===== config.mk =====
export PLATFORM = sky130hd
export DESIGN_NAME = lor_datapath
export DESIGN_NICKNAME = d
export VERILOG_FILES = /design/src/verilog/lor_pkg.sv /design/src/verilog/lor_datapath.sv
export VERILOG_INCLUDE_DIRS = /design/src /design/src/verilog
export SDC_FILE = /design/constraint.sdc
export NUM_CORES = 1
export LEC_CHECK = 0
export ABC_AREA = 1
export BUFFER_PORTS_ARGS = -buffer_cell sky130_fd_sc_hd__buf_2
export CAP_MARGIN = 40
export CORE_MARGIN = 8
export CORE_UTILIZATION = 40
export DETAILED_ROUTE_END_ITERATION = 10
export PLACE_DENSITY = 0.76
export SYNTH_ARGS = -nofsm -noshare
export SYNTH_HDL_FRONTEND = slang
export SYNTH_SLANG_ARGS = --single-unit

===== constraint.sdc =====
create_clock -name mclk -period 1.5 [get_ports mclk]
set_clock_uncertainty 0.1 [all_clocks]
set_input_delay 0.15 -clock mclk [delete_from_list [all_inputs] [get_ports mclk]]
set_output_delay 0.15 -clock mclk [all_outputs]
set_load 0.05 [all_outputs]

===== src/verilog/lor_consts.svh =====
`ifndef LOR_CONSTS_SVH
`define LOR_CONSTS_SVH

// ----------------------------------------------------------------
// opcode fields of the instruction word
// ----------------------------------------------------------------
`define LOR_OP9_HI 15
`define LOR_OP9_LO 7
`define LOR_OP8_LO 8

// nine-bit opcodes (memory operand forms)
`define LOR_OP_OR_MEM 9'h074
`define LOR_OP_ORWB_MEM 9'h076
`define LOR_OP_ROT_LEFT 9'h099
`define LOR_OP_ROT_RIGHT 9'h09B

// eight-bit opcodes (working register with immediate)
`define LOR_OP_OR_IMM 8'h3E
`define LOR_OP_ORWB_IMM 8'h3F

// ----------------------------------------------------------------
// operand fields
// ----------------------------------------------------------------
`define LOR_ADDR_HI 6
`define LOR_ADDR_LO 0
`define LOR_IMM_HI 7
`define LOR_IMM_LO 4
`define LOR_WSEL_HI 3
`define LOR_WSEL_LO 0
`define LOR_NIB_MSB 3
`define LOR_NIB_LSB 0

// ----------------------------------------------------------------
// reset values
// ----------------------------------------------------------------
`define LOR_ACC_RST 4'h0
`define LOR_FLAG_RST 1'h0
`define LOR_ADDR_RST 7'h00
`define LOR_WSEL_RST 4'h0
`define LOR_NIB_ZERO 4'h0

`endif


===== src/verilog/lor_pkg.sv =====
package lor_pkg;

  // decoded operation of the current instruction word
  typedef enum logic [2:0] {
    LOR_NONE,
    LOR_OR_MEM,
    LOR_OR_IMM,
    LOR_ORWB_MEM,
    LOR_ORWB_IMM,
    LOR_ROT_LEFT,
    LOR_ROT_RIGHT
  } lor_op_t;

endpackage


===== src/verilog/lor_datapath.sv =====
`timescale 1ns/100ps
`include "lor_consts.svh"

// Notes on behaviour
// - or memory nibble into accumulator only
// - or working register with immediate into accumulator
// - or memory into accumulator and memory
// - or immediate into accumulator and working register
// - rotate memory left through carry, write both
// - rotate memory right through carry, write both
module lor_datapath (
  input wire logic mclk,
  input wire logic srst,
  input wire logic [15:0] instr,
  input wire logic instrValid,
  output logic [6:0] memAddr,
  input wire logic [3:0] memRdata,
  output logic [3:0] wrSel,
  input wire logic [3:0] wrRdata,
  output logic memWe,
  output logic [6:0] memWaddr,
  output logic [3:0] memWdata,
  output logic wrWe,
  output logic [3:0] wrWaddr,
  output logic [3:0] wrWdata,
  output logic [3:0] acc,
  output logic carryFlag,
  output logic zeroFlag
);

  // ----------------------------------------------------------------
  // decode
  // ----------------------------------------------------------------
  wire logic [8:0] op9 = instr[`LOR_OP9_HI:`LOR_OP9_LO]; // long opcode field
  wire logic [7:0] op8 = instr[`LOR_OP9_HI:`LOR_OP8_LO]; // short opcode field
  wire logic [3:0] imm = instr[`LOR_IMM_HI:`LOR_IMM_LO]; // immediate nibble
  lor_pkg::lor_op_t op; // decoded operation

  // memory and register selects go straight out so the read data
  // returns in the same cycle the instruction is presented
  assign memAddr = instr[`LOR_ADDR_HI:`LOR_ADDR_LO];
  assign wrSel = instr[`LOR_WSEL_HI:`LOR_WSEL_LO];

  // opcode match; an unknown word decodes to no operation
  always_comb
  begin
    op = lor_pkg::LOR_NONE;
    if (!instrValid)
      op = lor_pkg::LOR_NONE; // idle cycle
    else if (op9 == `LOR_OP_OR_MEM)
      op = lor_pkg::LOR_OR_MEM;
    else if (op9 == `LOR_OP_ORWB_MEM)
      op = lor_pkg::LOR_ORWB_MEM;
    else if (op9 == `LOR_OP_ROT_LEFT)
      op = lor_pkg::LOR_ROT_LEFT;
    else if (op9 == `LOR_OP_ROT_RIGHT)
      op = lor_pkg::LOR_ROT_RIGHT;
    else if (op8 == `LOR_OP_OR_IMM)
      op = lor_pkg::LOR_OR_IMM;
    else if (op8 == `LOR_OP_ORWB_IMM)
      op = lor_pkg::LOR_ORWB_IMM;
  end

  // ----------------------------------------------------------------
  // state
  // ----------------------------------------------------------------
  logic [3:0] acc_ff; // accumulator
  logic carry_ff; // carry flag
  logic zero_ff; // zero flag
  logic memWe_ff; // memory write strobe, one cycle
  logic [6:0] memWaddr_ff; // memory write address
  logic [3:0] memWdata_ff; // memory write data
  logic wrWe_ff; // working register write strobe, one cycle
  logic [3:0] wrWaddr_ff; // working register write index
  logic [3:0] wrWdata_ff; // working register write data

  // ----------------------------------------------------------------
  // execute
  // ----------------------------------------------------------------
  wire logic isMemOr = (op == lor_pkg::LOR_OR_MEM) || (op == lor_pkg::LOR_ORWB_MEM);
  wire logic isImmOr = (op == lor_pkg::LOR_OR_IMM) || (op == lor_pkg::LOR_ORWB_IMM);
  wire logic isRotL = (op == lor_pkg::LOR_ROT_LEFT);
  wire logic isRotR = (op == lor_pkg::LOR_ROT_RIGHT);
  wire logic isRot = isRotL || isRotR;
  wire logic [3:0] orA = isImmOr ? wrRdata : memRdata; // first or operand
  wire logic [3:0] orB = isImmOr ? imm : acc_ff; // second or operand
  logic [3:0] orRes; // bitwise or result

  // one or gate per nibble bit
  genvar gi;
  generate
    for (gi = 0; gi < 4; gi = gi + 1)
    begin : g_or
      assign orRes[gi] = orA[gi] | orB[gi];
    end
  endgenerate

  // rotations pass through the carry: five-bit ring of carry and nibble
  wire logic [3:0] rolRes = {memRdata[`LOR_NIB_MSB-1:`LOR_NIB_LSB], carry_ff};
  wire logic [3:0] rorRes = {carry_ff, memRdata[`LOR_NIB_MSB:`LOR_NIB_LSB+1]};
  wire logic rolCarry = memRdata[`LOR_NIB_MSB];
  wire logic rorCarry = memRdata[`LOR_NIB_LSB];

  // result that lands in the accumulator
  wire logic [3:0] result = isRotL ? rolRes : (isRotR ? rorRes : orRes);
  wire logic doAcc = isMemOr || isImmOr || isRot;
  // write-back destinations
  wire logic doMemWr = (op == lor_pkg::LOR_ORWB_MEM) || isRot;
  wire logic doWrWr = (op == lor_pkg::LOR_ORWB_IMM);

  // next values
  wire logic [3:0] nxt_acc = doAcc ? result : acc_ff;
  wire logic nxt_zero = doAcc ? (result == `LOR_NIB_ZERO) : zero_ff;
  // or leaves the carry alone; only rotations move it
  wire logic nxt_carry = isRotL ? rolCarry : (isRotR ? rorCarry : carry_ff);

  // accumulator and flags; every instruction retires in one cycle
  always_ff @(posedge mclk)
  begin
    if (srst)
    begin
      acc_ff <= `LOR_ACC_RST;
      carry_ff <= `LOR_FLAG_RST;
      zero_ff <= `LOR_FLAG_RST;
    end
    else
    begin
      acc_ff <= nxt_acc;
      carry_ff <= nxt_carry;
      zero_ff <= nxt_zero;
    end
  end

  // memory write port; registered so the strobe and data are clean,
  // at the cost of the write landing one edge after the read
  always_ff @(posedge mclk)
  begin
    if (srst)
    begin
      memWe_ff <= `LOR_FLAG_RST;
      memWaddr_ff <= `LOR_ADDR_RST;
      memWdata_ff <= `LOR_ACC_RST;
    end
    else
    begin
      memWe_ff <= doMemWr;
      memWaddr_ff <= memAddr;
      memWdata_ff <= result;
    end
  end

  // working register write port
  always_ff @(posedge mclk)
  begin
    if (srst)
    begin
      wrWe_ff <= `LOR_FLAG_RST;
      wrWaddr_ff <= `LOR_WSEL_RST;
      wrWdata_ff <= `LOR_ACC_RST;
    end
    else
    begin
      wrWe_ff <= doWrWr;
      wrWaddr_ff <= wrSel;
      wrWdata_ff <= result;
    end
  end

  // ----------------------------------------------------------------
  // outputs
  // ----------------------------------------------------------------
  assign acc = acc_ff;
  assign carryFlag = carry_ff;
  assign zeroFlag = zero_ff;
  assign memWe = memWe_ff;
  assign memWaddr = memWaddr_ff;
  assign memWdata = memWdata_ff;
  assign wrWe = wrWe_ff;
  assign wrWaddr = wrWaddr_ff;
  assign wrWdata = wrWdata_ff;

  // ----------------------------------------------------------------
  // checks
  // ----------------------------------------------------------------
  a_or_mem_acc:
  assert property (@(posedge mclk) disable iff (srst)
    (op == lor_pkg::LOR_OR_MEM) |=> (acc == ($past(memRdata) | $past(acc))) && !memWe && !wrWe)
  else $error("or memory into accumulator wrong");

  a_or_imm_acc:
  assert property (@(posedge mclk) disable iff (srst)
    (op == lor_pkg::LOR_OR_IMM) |=> (acc == ($past(wrRdata) | $past(imm))) && !memWe && !wrWe)
  else $error("or immediate into accumulator wrong");

  a_orwb_mem_both:
  assert property (@(posedge mclk) disable iff (srst)
    (op == lor_pkg::LOR_ORWB_MEM) |=> memWe && (memWdata == acc) && (memWaddr == $past(memAddr))
      && (acc == ($past(memRdata) | $past(acc))))
  else $error("or write-back to memory wrong");

  a_orwb_imm_both:
  assert property (@(posedge mclk) disable iff (srst)
    (op == lor_pkg::LOR_ORWB_IMM) |=> wrWe && (wrWdata == acc) && (wrWaddr == $past(wrSel))
      && (acc == ($past(wrRdata) | $past(imm))))
  else $error("or write-back to working register wrong");

  a_rot_left_ring:
  assert property (@(posedge mclk) disable iff (srst)
    isRotL |=> memWe && (memWdata == acc) && ({carryFlag, acc} == {$past(memRdata), $past(carryFlag)}))
  else $error("rotate left through carry wrong");

  a_rot_right_ring:
  assert property (@(posedge mclk) disable iff (srst)
    isRotR |=> memWe && (memWdata == acc) && ({acc, carryFlag} == {$past(carryFlag), $past(memRdata)}))
  else $error("rotate right through carry wrong");

  a_zero_flag_track:
  assert property (@(posedge mclk) disable iff (srst)
    doAcc |=> (zeroFlag == (acc == `LOR_NIB_ZERO)))
  else $error("zero flag does not match result");

  a_or_keeps_carry:
  assert property (@(posedge mclk) disable iff (srst)
    (isMemOr || isImmOr) |=> $stable(carryFlag))
  else $error("or changed the carry flag");

endmodule


Word-level counts from Yosys, hierarchy flattened
Cells that the tools add are included.
Widths: inputs -> output; s select.
{"block": "word_totals", "elab_cells": 45, "regBits": 23, "inputBits": 27, "output_inout_bits": 38}
{"block": "classes", "bitwise": 4, "n_mux": 13, "n_reduce_logical": 8, "n_eq_ne": 12}
{"operator": "$mux 3", "n": 7}
{"operator": "$eq 9x7->1 const B", "n": 2}
{"operator": "$eq 9x8->1 const B", "n": 2}
{"operator": "$eq 8x6->1 const B", "n": 2}
{"operator": "$mux 4", "n": 4}
{"operator": "$eq 3x3->1 const B", "n": 3}
{"operator": "$eq 3x2->1 const B", "n": 2}
{"operator": "$logic_or 1x1->1", "n": 6}
{"operator": "$logic_not 4->1", "n": 1}
{"operator": "$or 1x1->1", "n": 4}
{"operator": "$eq 3x1->1 const B", "n": 1}
{"operator": "$mux 1", "n": 2}
{"operator": "$reduce_bool 2->1", "n": 1}

Depth between registers and ports, before layout
Gate-level depths: netlist of run 1.
{"block": "depth", "ltp_word": 15, "mapped_depth": 17, "ltp_nobuf": 17}

Worst setup path before layout of run 1
Ideal clock, no wire load.
{"block": "synth_timing", "kind": "input-to-reg", "startpoint": "input instr[15]", "endpoint": "register zero_ff (netlist: zeroFlag)", "required_ns": 1.272, "cell_stages": 16, "path_buffers": 0, "setup_ns": 0.128, "path_slack_ns": -0.055, "arrival_ns": 1.327, "path_cell_list": "clkinv_1 -> nand2_1 -> nor2_2 -> nand3_1 -> nand3_2 -> nand2_4 -> nor2_2 -> nand2_2 -> inv_2 -> a21oi_1 -> nand2_1 -> nand2_1 -> nand2_1 -> nor2_1 -> nor2_1 -> nor2_1"}
{"block": "synth_via", "elab_chain_len": 15, "word_cells_on_any_way": 33}
{"element": "from (decl)", "line_no": "lor_datapath.sv:14", "text": "input wire logic [15:0] instr,"}
{"element": "$eq 8x6->1 (no line)"}
{"element": "$mux 3", "line_no": "lor_datapath.sv:60", "text": "else if (op8 == `LOR_OP_ORWB_IMM)"}
{"element": "$mux 3", "line_no": "lor_datapath.sv:58", "text": "else if (op8 == `LOR_OP_OR_IMM)"}
{"element": "$mux 3", "line_no": "lor_datapath.sv:56", "text": "else if (op9 == `LOR_OP_ROT_RIGHT)"}
{"element": "$mux 3", "line_no": "lor_datapath.sv:54", "text": "else if (op9 == `LOR_OP_ROT_LEFT)"}
{"element": "$mux 3", "line_no": "lor_datapath.sv:52", "text": "else if (op9 == `LOR_OP_ORWB_MEM)"}
{"element": "$mux 3 (*)", "line_no": "lor_datapath.sv:50", "text": "else if (op9 == `LOR_OP_OR_MEM)"}
{"element": "$mux 3 (*)", "line_no": "lor_datapath.sv:48", "text": "if (!instrValid)"}
{"element": "$eq 3x2->1 or $eq 3x3->1 (tied branches)", "line_no": "lor_datapath.sv:81", "text": "wire logic isImmOr = (op == lor_pkg::LOR_OR_IMM) || (op == lor_pkg::LOR_ORWB_IMM);"}
{"element": "$logic_or 1x1->1", "line_no": "lor_datapath.sv:81"}
{"element": "$mux 4 (on tied branches)", "line_no": "lor_datapath.sv:85, lor_datapath.sv:86"}
{"element": "$or 1x1->1", "line_no": "lor_datapath.sv:94", "text": "assign orRes[gi] = orA[gi] | orB[gi];"}
{"element": "$mux 4 (2 in series)", "line_no": "lor_datapath.sv:105", "text": "wire logic [3:0] result = isRotL ? rolRes : (isRotR ? rorRes : orRes);"}
{"element": "$logic_not 4->1 (no line)"}
{"element": "to (signal assigned)", "line_no": "lor_datapath.sv:124", "text": "zero_ff <= `LOR_FLAG_RST;"}
{"element": "to (signal assigned)", "line_no": "lor_datapath.sv:130", "text": "zero_ff <= nxt_zero;"}
{"element": "to (decl)", "line_no": "lor_datapath.sv:69", "text": "logic zero_ff;"}
Mark *: on every way between the ends. The rest lies on a longest branch, timed or not.
A chain may end at the register's enable or synchronous reset.

Worst setup path after layout of run 1
{"block": "layout_timing", "startpoint": "input instr[7]", "endpoint": "register zero_ff (netlist: zeroFlag)"}
{"block": "layout_via", "elab_chain_len": 13, "word_cells_on_any_way": 29}
{"element": "$eq 9x8->1 (no line)"}
{"element": "$mux 3", "line_no": "lor_datapath.sv:56"}
{"element": "$mux 3", "line_no": "lor_datapath.sv:54"}
{"element": "$mux 3", "line_no": "lor_datapath.sv:52"}
{"element": "$mux 3", "line_no": "lor_datapath.sv:50"}
{"element": "$mux 3", "line_no": "lor_datapath.sv:48"}
{"element": "$eq 3x2->1 or $eq 3x3->1 (tied branches)", "line_no": "lor_datapath.sv:81"}
{"element": "$logic_or 1x1->1", "line_no": "lor_datapath.sv:81"}
{"element": "$mux 4 (on tied branches)", "line_no": "lor_datapath.sv:85, lor_datapath.sv:86"}
{"element": "$or 1x1->1", "line_no": "lor_datapath.sv:94"}
{"element": "$mux 4 (2 in series)", "line_no": "lor_datapath.sv:105"}
{"element": "$logic_not 4->1 (no line)"}
Parallel ways exist; a longest one is shown, timed or not.

==> results of run 1 <==
layout by cell type (no fill, tap or decap), drive strengths merged:
cell and n:
buf 79, nand2 37, nor2 36, inv 25, dfxtp 19, nand3 15
a21oi 9, dlygate4sd3 7, o21ai 5, or2 3, clkbuf 3, clkinv 3
nand4 2, nor3 1, a221oi 1
metrics by stage:
| stage | setup TNS, ns | instance area [sq um] | power [W] | util |
|---|---|---|---|---|
| 3_5_place_dp | -2.14 | 1530 | 0.000895 | 0.519 |
| 6_report | 0 | 1730 | 0.00117 | 0.586 |
| 2_1_floorplan | -0.0272 | 1220 | 0.000810 | - |
| 3_3_place_gp | -1.90 | 1530 | 0.000893 | 0.519 |
| 4_1_cts | 0 | 1630 | 0.00115 | 0.552 |
| 5_1_grt | -0.159 | 1730 | 0.00122 | 0.586 |
worst max-delay path, cell delays in order:
cell	delay [ns]
buf_2	0.13
inv_1	0.08
nand2_1	0.05
nor2_1	0.10
nand2_2	0.08
nand2_2	0.12
nand2_2	0.10
clkinv_2	0.08
nand3_2	0.12
or2_1	0.23
nand2_1	0.10
nand2_1	0.06
nor2_1	0.09
nor2_1	0.05
nor2_1	0.07
logic make-up after synthesis:
| group | after synthesis |
|---|---|
| flops | 19 |
| simple gates | 94 |
| compound gates | 15 |
| buf+inv | 47 |
power breakdown:
part | switching [W] | total (W) | leakage, nW | internal, W
Clock | 0.000153 | 0.000252 | 0.0177 | 0.0000995
Combinational | 0.000268 | 0.000388 | 0.801 | 0.000120
Sequential | 0.00000631 | 0.000528 | 0.156 | 0.000522
path summary, 6_finish.rpt:
path | start | end | slack (ns) | cells past startpoint
setup / recovery | instr[7] | zeroFlag$_SDFFE_PP0P_ | 0.05 | 15
hold reg to reg | carryFlag$_SDFFE_PP0P_ | carryFlag$_SDFFE_PP0P_ | 0.44 | 2
hold / removal | memRdata[0] | carryFlag$_SDFFE_PP0P_ | 0.06 | 3
setup reg to reg | acc[0]$_SDFFE_PP0P_ | zeroFlag$_SDFFE_PP0P_ | 0.28 | 9
state kept, by name, summed over array words and instances (netlist names):
signal,cells
acc,4
memWaddr,7
memWe,1
zeroFlag,1
wrWdata,4
wrWe,1
carryFlag,1
cell type report:
cell class | instances | share of cell area
clock buffer | 3 | 0.0130
clock inverter | 1 | 0.00289
inverter | 27 | 0.0695
multi-input combinational | 109 | 0.363
sequential | 19 | 0.220
tap | 33 | 0.0239
timing repair buffer | 86 | 0.308
timing repair:
| action | 4_1_cts | 5_1_grt |
|---|---|---|
| resized for setup | 0 | 27 |
| buffers inserted | 0 | 2 |
| endpoints found under the setup margin | 0 | 8 |
| hold endpoints to repair | 7 | 0 |
| hold buffers | 7 | 0 |
per-layer routing:
layer,GRT usage,vias up,share of wire
met2,0.206,44,0.49
met1,0.126,523,0.41
met4,0.0416,0,0.026
met5,0,-,0
met3,0.0466,6,0.073
li1,-,659,-
==> results.json, run 1 <==
{
  "status": "complete, no violations",
  "drt_first_iter_violations": 48,
  "drc_errors": 0,
  "ys_seq_area_frac": 0.316,
  "cp-start-kind": "primary input",
  "synthMuxAreaShare": 0,
  "synth_top_area_share": 0.316,
  "hold_violations": 0,
  "worstSkewPairLatency_ns": 0.30,
  "place_inst": 265,
  "htree_num_levels": 1,
  "finalCritPeriodShare": 0.969,
  "final_layout_size_suffix_gt1_frac": 0.502,
  "area_growth_syn_to_layout_pct": 43.7,
  "syn_nets": 202,
  "critPathArrivalTime_ns": 1.60,
  "maxSlewViolCount": 0,
  "dr.pass1.iters": 4,
  "synth_ff_type": "dfxtp_1",
  "fillers": 268,
  "synth.avg_cell_area_sq_um": 6.88,
  "maxCapViolations": 0,
  "port_buffers": 64,
  "grt_max_degree": 16,
  "dr_total_vias": 1232,
  "synth_area_leader_cell": "dfxtp_1",
  "die_h_um": 70.9,
  "synth-xor-area-share": 0,
  "setup_ws_ns": 0.0458,
  "hold_ws_ns": 0.0577,
  "nNetsFinal": 273,
  "dp_hpwl_mm": 2.54,
  "place_congestion": 0.891,
  "min_period_ns": 1.45,
  "cts.reportedPaths.clkPinSlew_ns": 0.10,
  "cts_tree": "done",
  "core-area_sq_um": 2950,
  "fmaxAchievable_mhz": 688,
  "setup_viol": 0,
  "synth_area_leaders": "dfxtp_1 32%, buf_4 12%, nor2_1 9.0%, nand2_1 7.8%, inv_1 6.5%",
  "cts_buffer_depth": 2,
  "yosysUniqueCellTypes": 26,
  "yosysWarnings": 0,
  "die_w_um": 70.9,
  "slew_headroom": 0.811,
  "yosysMostFrequentCell": "nor2_1",
  "fin_cells": 278,
  "p_leak_nw": 0.975,
  "synthAdderAreaFrac": 0,
  "rsz0062_at_grt": "true",
  "start_util": 0.408,
  "end_kind": "register",
  "synthCells": 175,
  "worstPathRequired_ns": 1.65,
  "netlist_top_cells_count": "29 x nor2_1, 25 x nand2_1, 21 x inv_1",
  "dp_slack_ns": -0.292,
  "grt_pass1_vias": 1169,
  "cts.sinks": 19,
  "hold_path.class": "in2reg",
  "async_flop_share": 0,
  "die-area_sq_um": 5020,
  "pin_count": 65,
  "path_max_fanout": 5,
  "num_antenna_cells": 0,
  "grt_util_all_layers": 0.118,
  "synth_edf_count": 0,
  "rows": 20,
  "syn_area_sq_um": 1200,
  "worstSetupPathType": "in2reg",
  "tightest_slew_ns": 0.284,
  "seqCellArea_sq_um": 380,
  "wl_per_cell_um": 11.3,
  "yosys.area_share.simple": 0.404,
  "ir_worst_vdd_uv": 443,
  "numCtsBuffers": 3,
  "synth_top_family_by_area": "simple AND/OR/NAND/NOR gates",
  "antenna_found_initial": 0,
  "viasPerCell": 4.43,
  "cts_root_buf": "clkbuf_4",
  "ys_seq_elements": 19,
  "synth_compound_area_frac": 0.0686,
  "antenna_left": 0,
  "grt_pass1_wl_mm": 4.98,
  "multi_input_area_sq_um": 628,
  "gr-total-overflow": 0,
  "routed_wl_mm": 3.13,
  "power.density_nw_per_um2": 676
}
No activity file was read; power rests on OpenSTA's default activity.
==> run 2, diff against run 1 <==
--- a/config.mk
+++ b/config.mk
@@ -13,6 +13,7 @@
 export CORE_UTILIZATION = 40
 export DETAILED_ROUTE_END_ITERATION = 10
 export PLACE_DENSITY = 0.76
+export REMOVE_ABC_BUFFERS = 1
 export SYNTH_ARGS = -nofsm -noshare
 export SYNTH_HDL_FRONTEND = slang
 export SYNTH_SLANG_ARGS = --single-unit
==> run 2 against run 1 <==
Effect of this change: the flow now finishes with violations (negative setup slack); final cell count rose by 1.1%; non-clock buffer count rose by 3; via count rose by 6.9%; critical path type unchanged; critical endpoint is now acc[0]$_SDFFE_PP0P_; highest routed layer unchanged.
==> results.json, run 2 (synthesis results as in run 1) <==
{
  "path_max_fanout": 5,
  "viasPerCell": 4.69,
  "nNetsFinal": 276,
  "antenna_left": 0,
  "fin_cells": 281,
  "slew_headroom": 0.818,
  "hold_path.class": "in2reg",
  "core-area_sq_um": 2950,
  "status": "finished, violations left",
  "dp_slack_ns": -0.311,
  "grt_util_all_layers": 0.123,
  "cp_cell_sequence": "buf_6 > inv_2 > nand2_2 > nor2_4 > nand3_2 > nand3_4 > nand2_4 > nor2_4 > nand2_4 > inv_6 > a21oi_4 > nand2_2 > nor2_4 > buf_4 > or2_1 > inv_1",
  "dr_total_vias": 1317,
  "fillers": 243,
  "layout_common_cells": "58 x buf_2, 26 x nor2_1, 19 x dfxtp_1",
  "routed_wl_mm": 3.62,
  "multi_input_area_sq_um": 718,
  "crit_buf_inv": 5,
  "worstPathRequired_ns": 1.65,
  "layout_commonest_cell": "buf_2",
  "min_period_ns": 1.60,
  "numCtsBuffers": 3,
  "die_w_um": 70.9,
  "setup_ws_ns": -0.0960,
  "p_clk_frac": 0.209,
  "rsz0062_at_grt": "true",
  "area_growth_syn_to_layout_pct": 55.1,
  "violations": "negative setup slack",
  "tightest_slew_ns": 0.272,
  "gr-total-overflow": 0,
  "place_inst": 267,
  "cts_root_buf": "clkbuf_4",
  "hold_violations": 0,
  "port_buffers": 64,
  "critPathArrivalTime_ns": 1.74,
  "max_stage_delay_ns": 0.21,
  "maxCapViolations": 0,
  "dr.pass1.iters": 4,
  "setup_viol": 3,
  "seqCellArea_sq_um": 380,
  "pin_count": 65,
  "cp-start-kind": "primary input",
  "grt_max_degree": 16,
  "cts.sinks": 19,
  "maxSlewViolCount": 0,
  "wl_per_cell_um": 12.9,
  "worstSkewPairLatency_ns": 0.29,
  "finalCritPeriodShare": 1.06,
  "end_kind": "register",
  "drc_errors": 0,
  "cts.reportedPaths.clkPinSlew_ns": 0.10,
  "htree_num_levels": 1,
  "timing.setup.tns_ns": -0.203,
  "largest_register_ffs": 7,
  "place_congestion": 0.839,
  "intPower_w": 0.000753,
  "slowest_stage": "or2_1",
  "cts_tree": "done",
  "power.density_nw_per_um2": 641,
  "worstSetupPathType": "in2reg",
  "die-area_sq_um": 5020,
  "grt_pass1_vias": 1202,
  "swShare": 0.371,
  "dp_hpwl_mm": 2.49,
  "start_util": 0.408,
  "p_leak_nw": 1.03,
  "path_delay_family": "simple AND/OR/NAND/NOR gates",
  "crit_top_cell": "nor2_4",
  "power_frac_comb": 0.350,
  "final_layout_size_suffix_gt1_frac": 0.573,
  "rows": 20,
  "fmaxAchievable_mhz": 627,
  "drt_first_iter_violations": 73,
  "die_h_um": 70.9,
  "seq_power_share": 0.441,
  "ir_worst_vdd_uv": 418,
  "num_antenna_cells": 0,
  "grt_pass1_wl_mm": 5.23,
  "cts_buffer_depth": 2,
  "power_switching_w": 0.000443,
  "antenna_found_initial": 0
}
==> run 2: changes by cell type in the layout (fill, tap and decap cells not counted), sizes merged <==
cell and delta:
buf +3
==> run 2: metrics by stage <==
step	cell area [sq um]	hold slack (ns)	power (W)	util
floorplan	1060	0.119	0.000709	-
global placement	1530	0.277	0.000893	0.519
detailed placement	1530	0.283	0.000895	0.519
CTS	1630	0.0254	0.00116	0.553
global route	1870	0.0485	0.00125	0.632
finish	1870	0.0303	0.00120	0.632
==> run 2: worst register-to-register path, stage by stage (launching register included) <==
cell and delay (ns):
dfxtp_1 0.34, nor2_1 0.18, nand3_2 0.10, nand3_2 0.09
nand2_2 0.07, nor2_4 0.12, nand2_1 0.06, nor2_1 0.10
nor2_1 0.06, nor2_1 0.09
==> run 2: power groups by stage <==
stage	clock [W]	sequential, W	combinational (W)
detailed placement	0	0.000540	0.000355
global route	0.000278	0.000530	0.000445
finish	0.000250	0.000528	0.000418
floorplan	0	0.000647	0.0000627
CTS	0.000261	0.000528	0.000372
global placement	0	0.000540	0.000354
==> run 2: layout make-up <==
| class | instances | share of cell area |
|---|---|---|
| Tap cell | 33 | 0.0221 |
| Multi-Input combinational cell | 109 | 0.385 |
| Timing Repair Buffer | 89 | 0.308 |
| Clock buffer | 3 | 0.0121 |
| Clock inverter | 1 | 0.00268 |
| Inverter | 27 | 0.0670 |
| Sequential cell | 19 | 0.204 |
==> run 2: worst paths after layout <==
kind                     startpoint  cells past startpoint                      to  slack [ns]
max                       instr[12]                     16     acc[0]$_SDFFE_PP0P_        -0.1
min                     memRdata[0]                      3  carryFlag$_SDFFE_PP0P_        0.03
max reg2reg     acc[0]$_SDFFE_PP0P_                      9   zeroFlag$_SDFFE_PP0P_        0.14
min reg2reg  carryFlag$_SDFFE_PP0P_                      2  carryFlag$_SDFFE_PP0P_        0.45
==> run 2: what timing repair did <==
action                                 in CTS  in global routing
gates cloned                                0                  0
setup endpoints to repair                   1                  8
buffers inserted                            0                  3
endpoints found under the hold margin       7                  0
hold buffers                                7                  0
gates resized for setup                     1                 57
pin swaps                                   0                 28
==> run 2: metal layers <==
layer / routed length, um / global-route usage / part of all wire
met5: 0 / 0 / 0
met4: 67 / 0.0323 / 0.019
met3: 319 / 0.0452 / 0.088
met2: 1820 / 0.214 / 0.50
met1: 1410 / 0.136 / 0.39
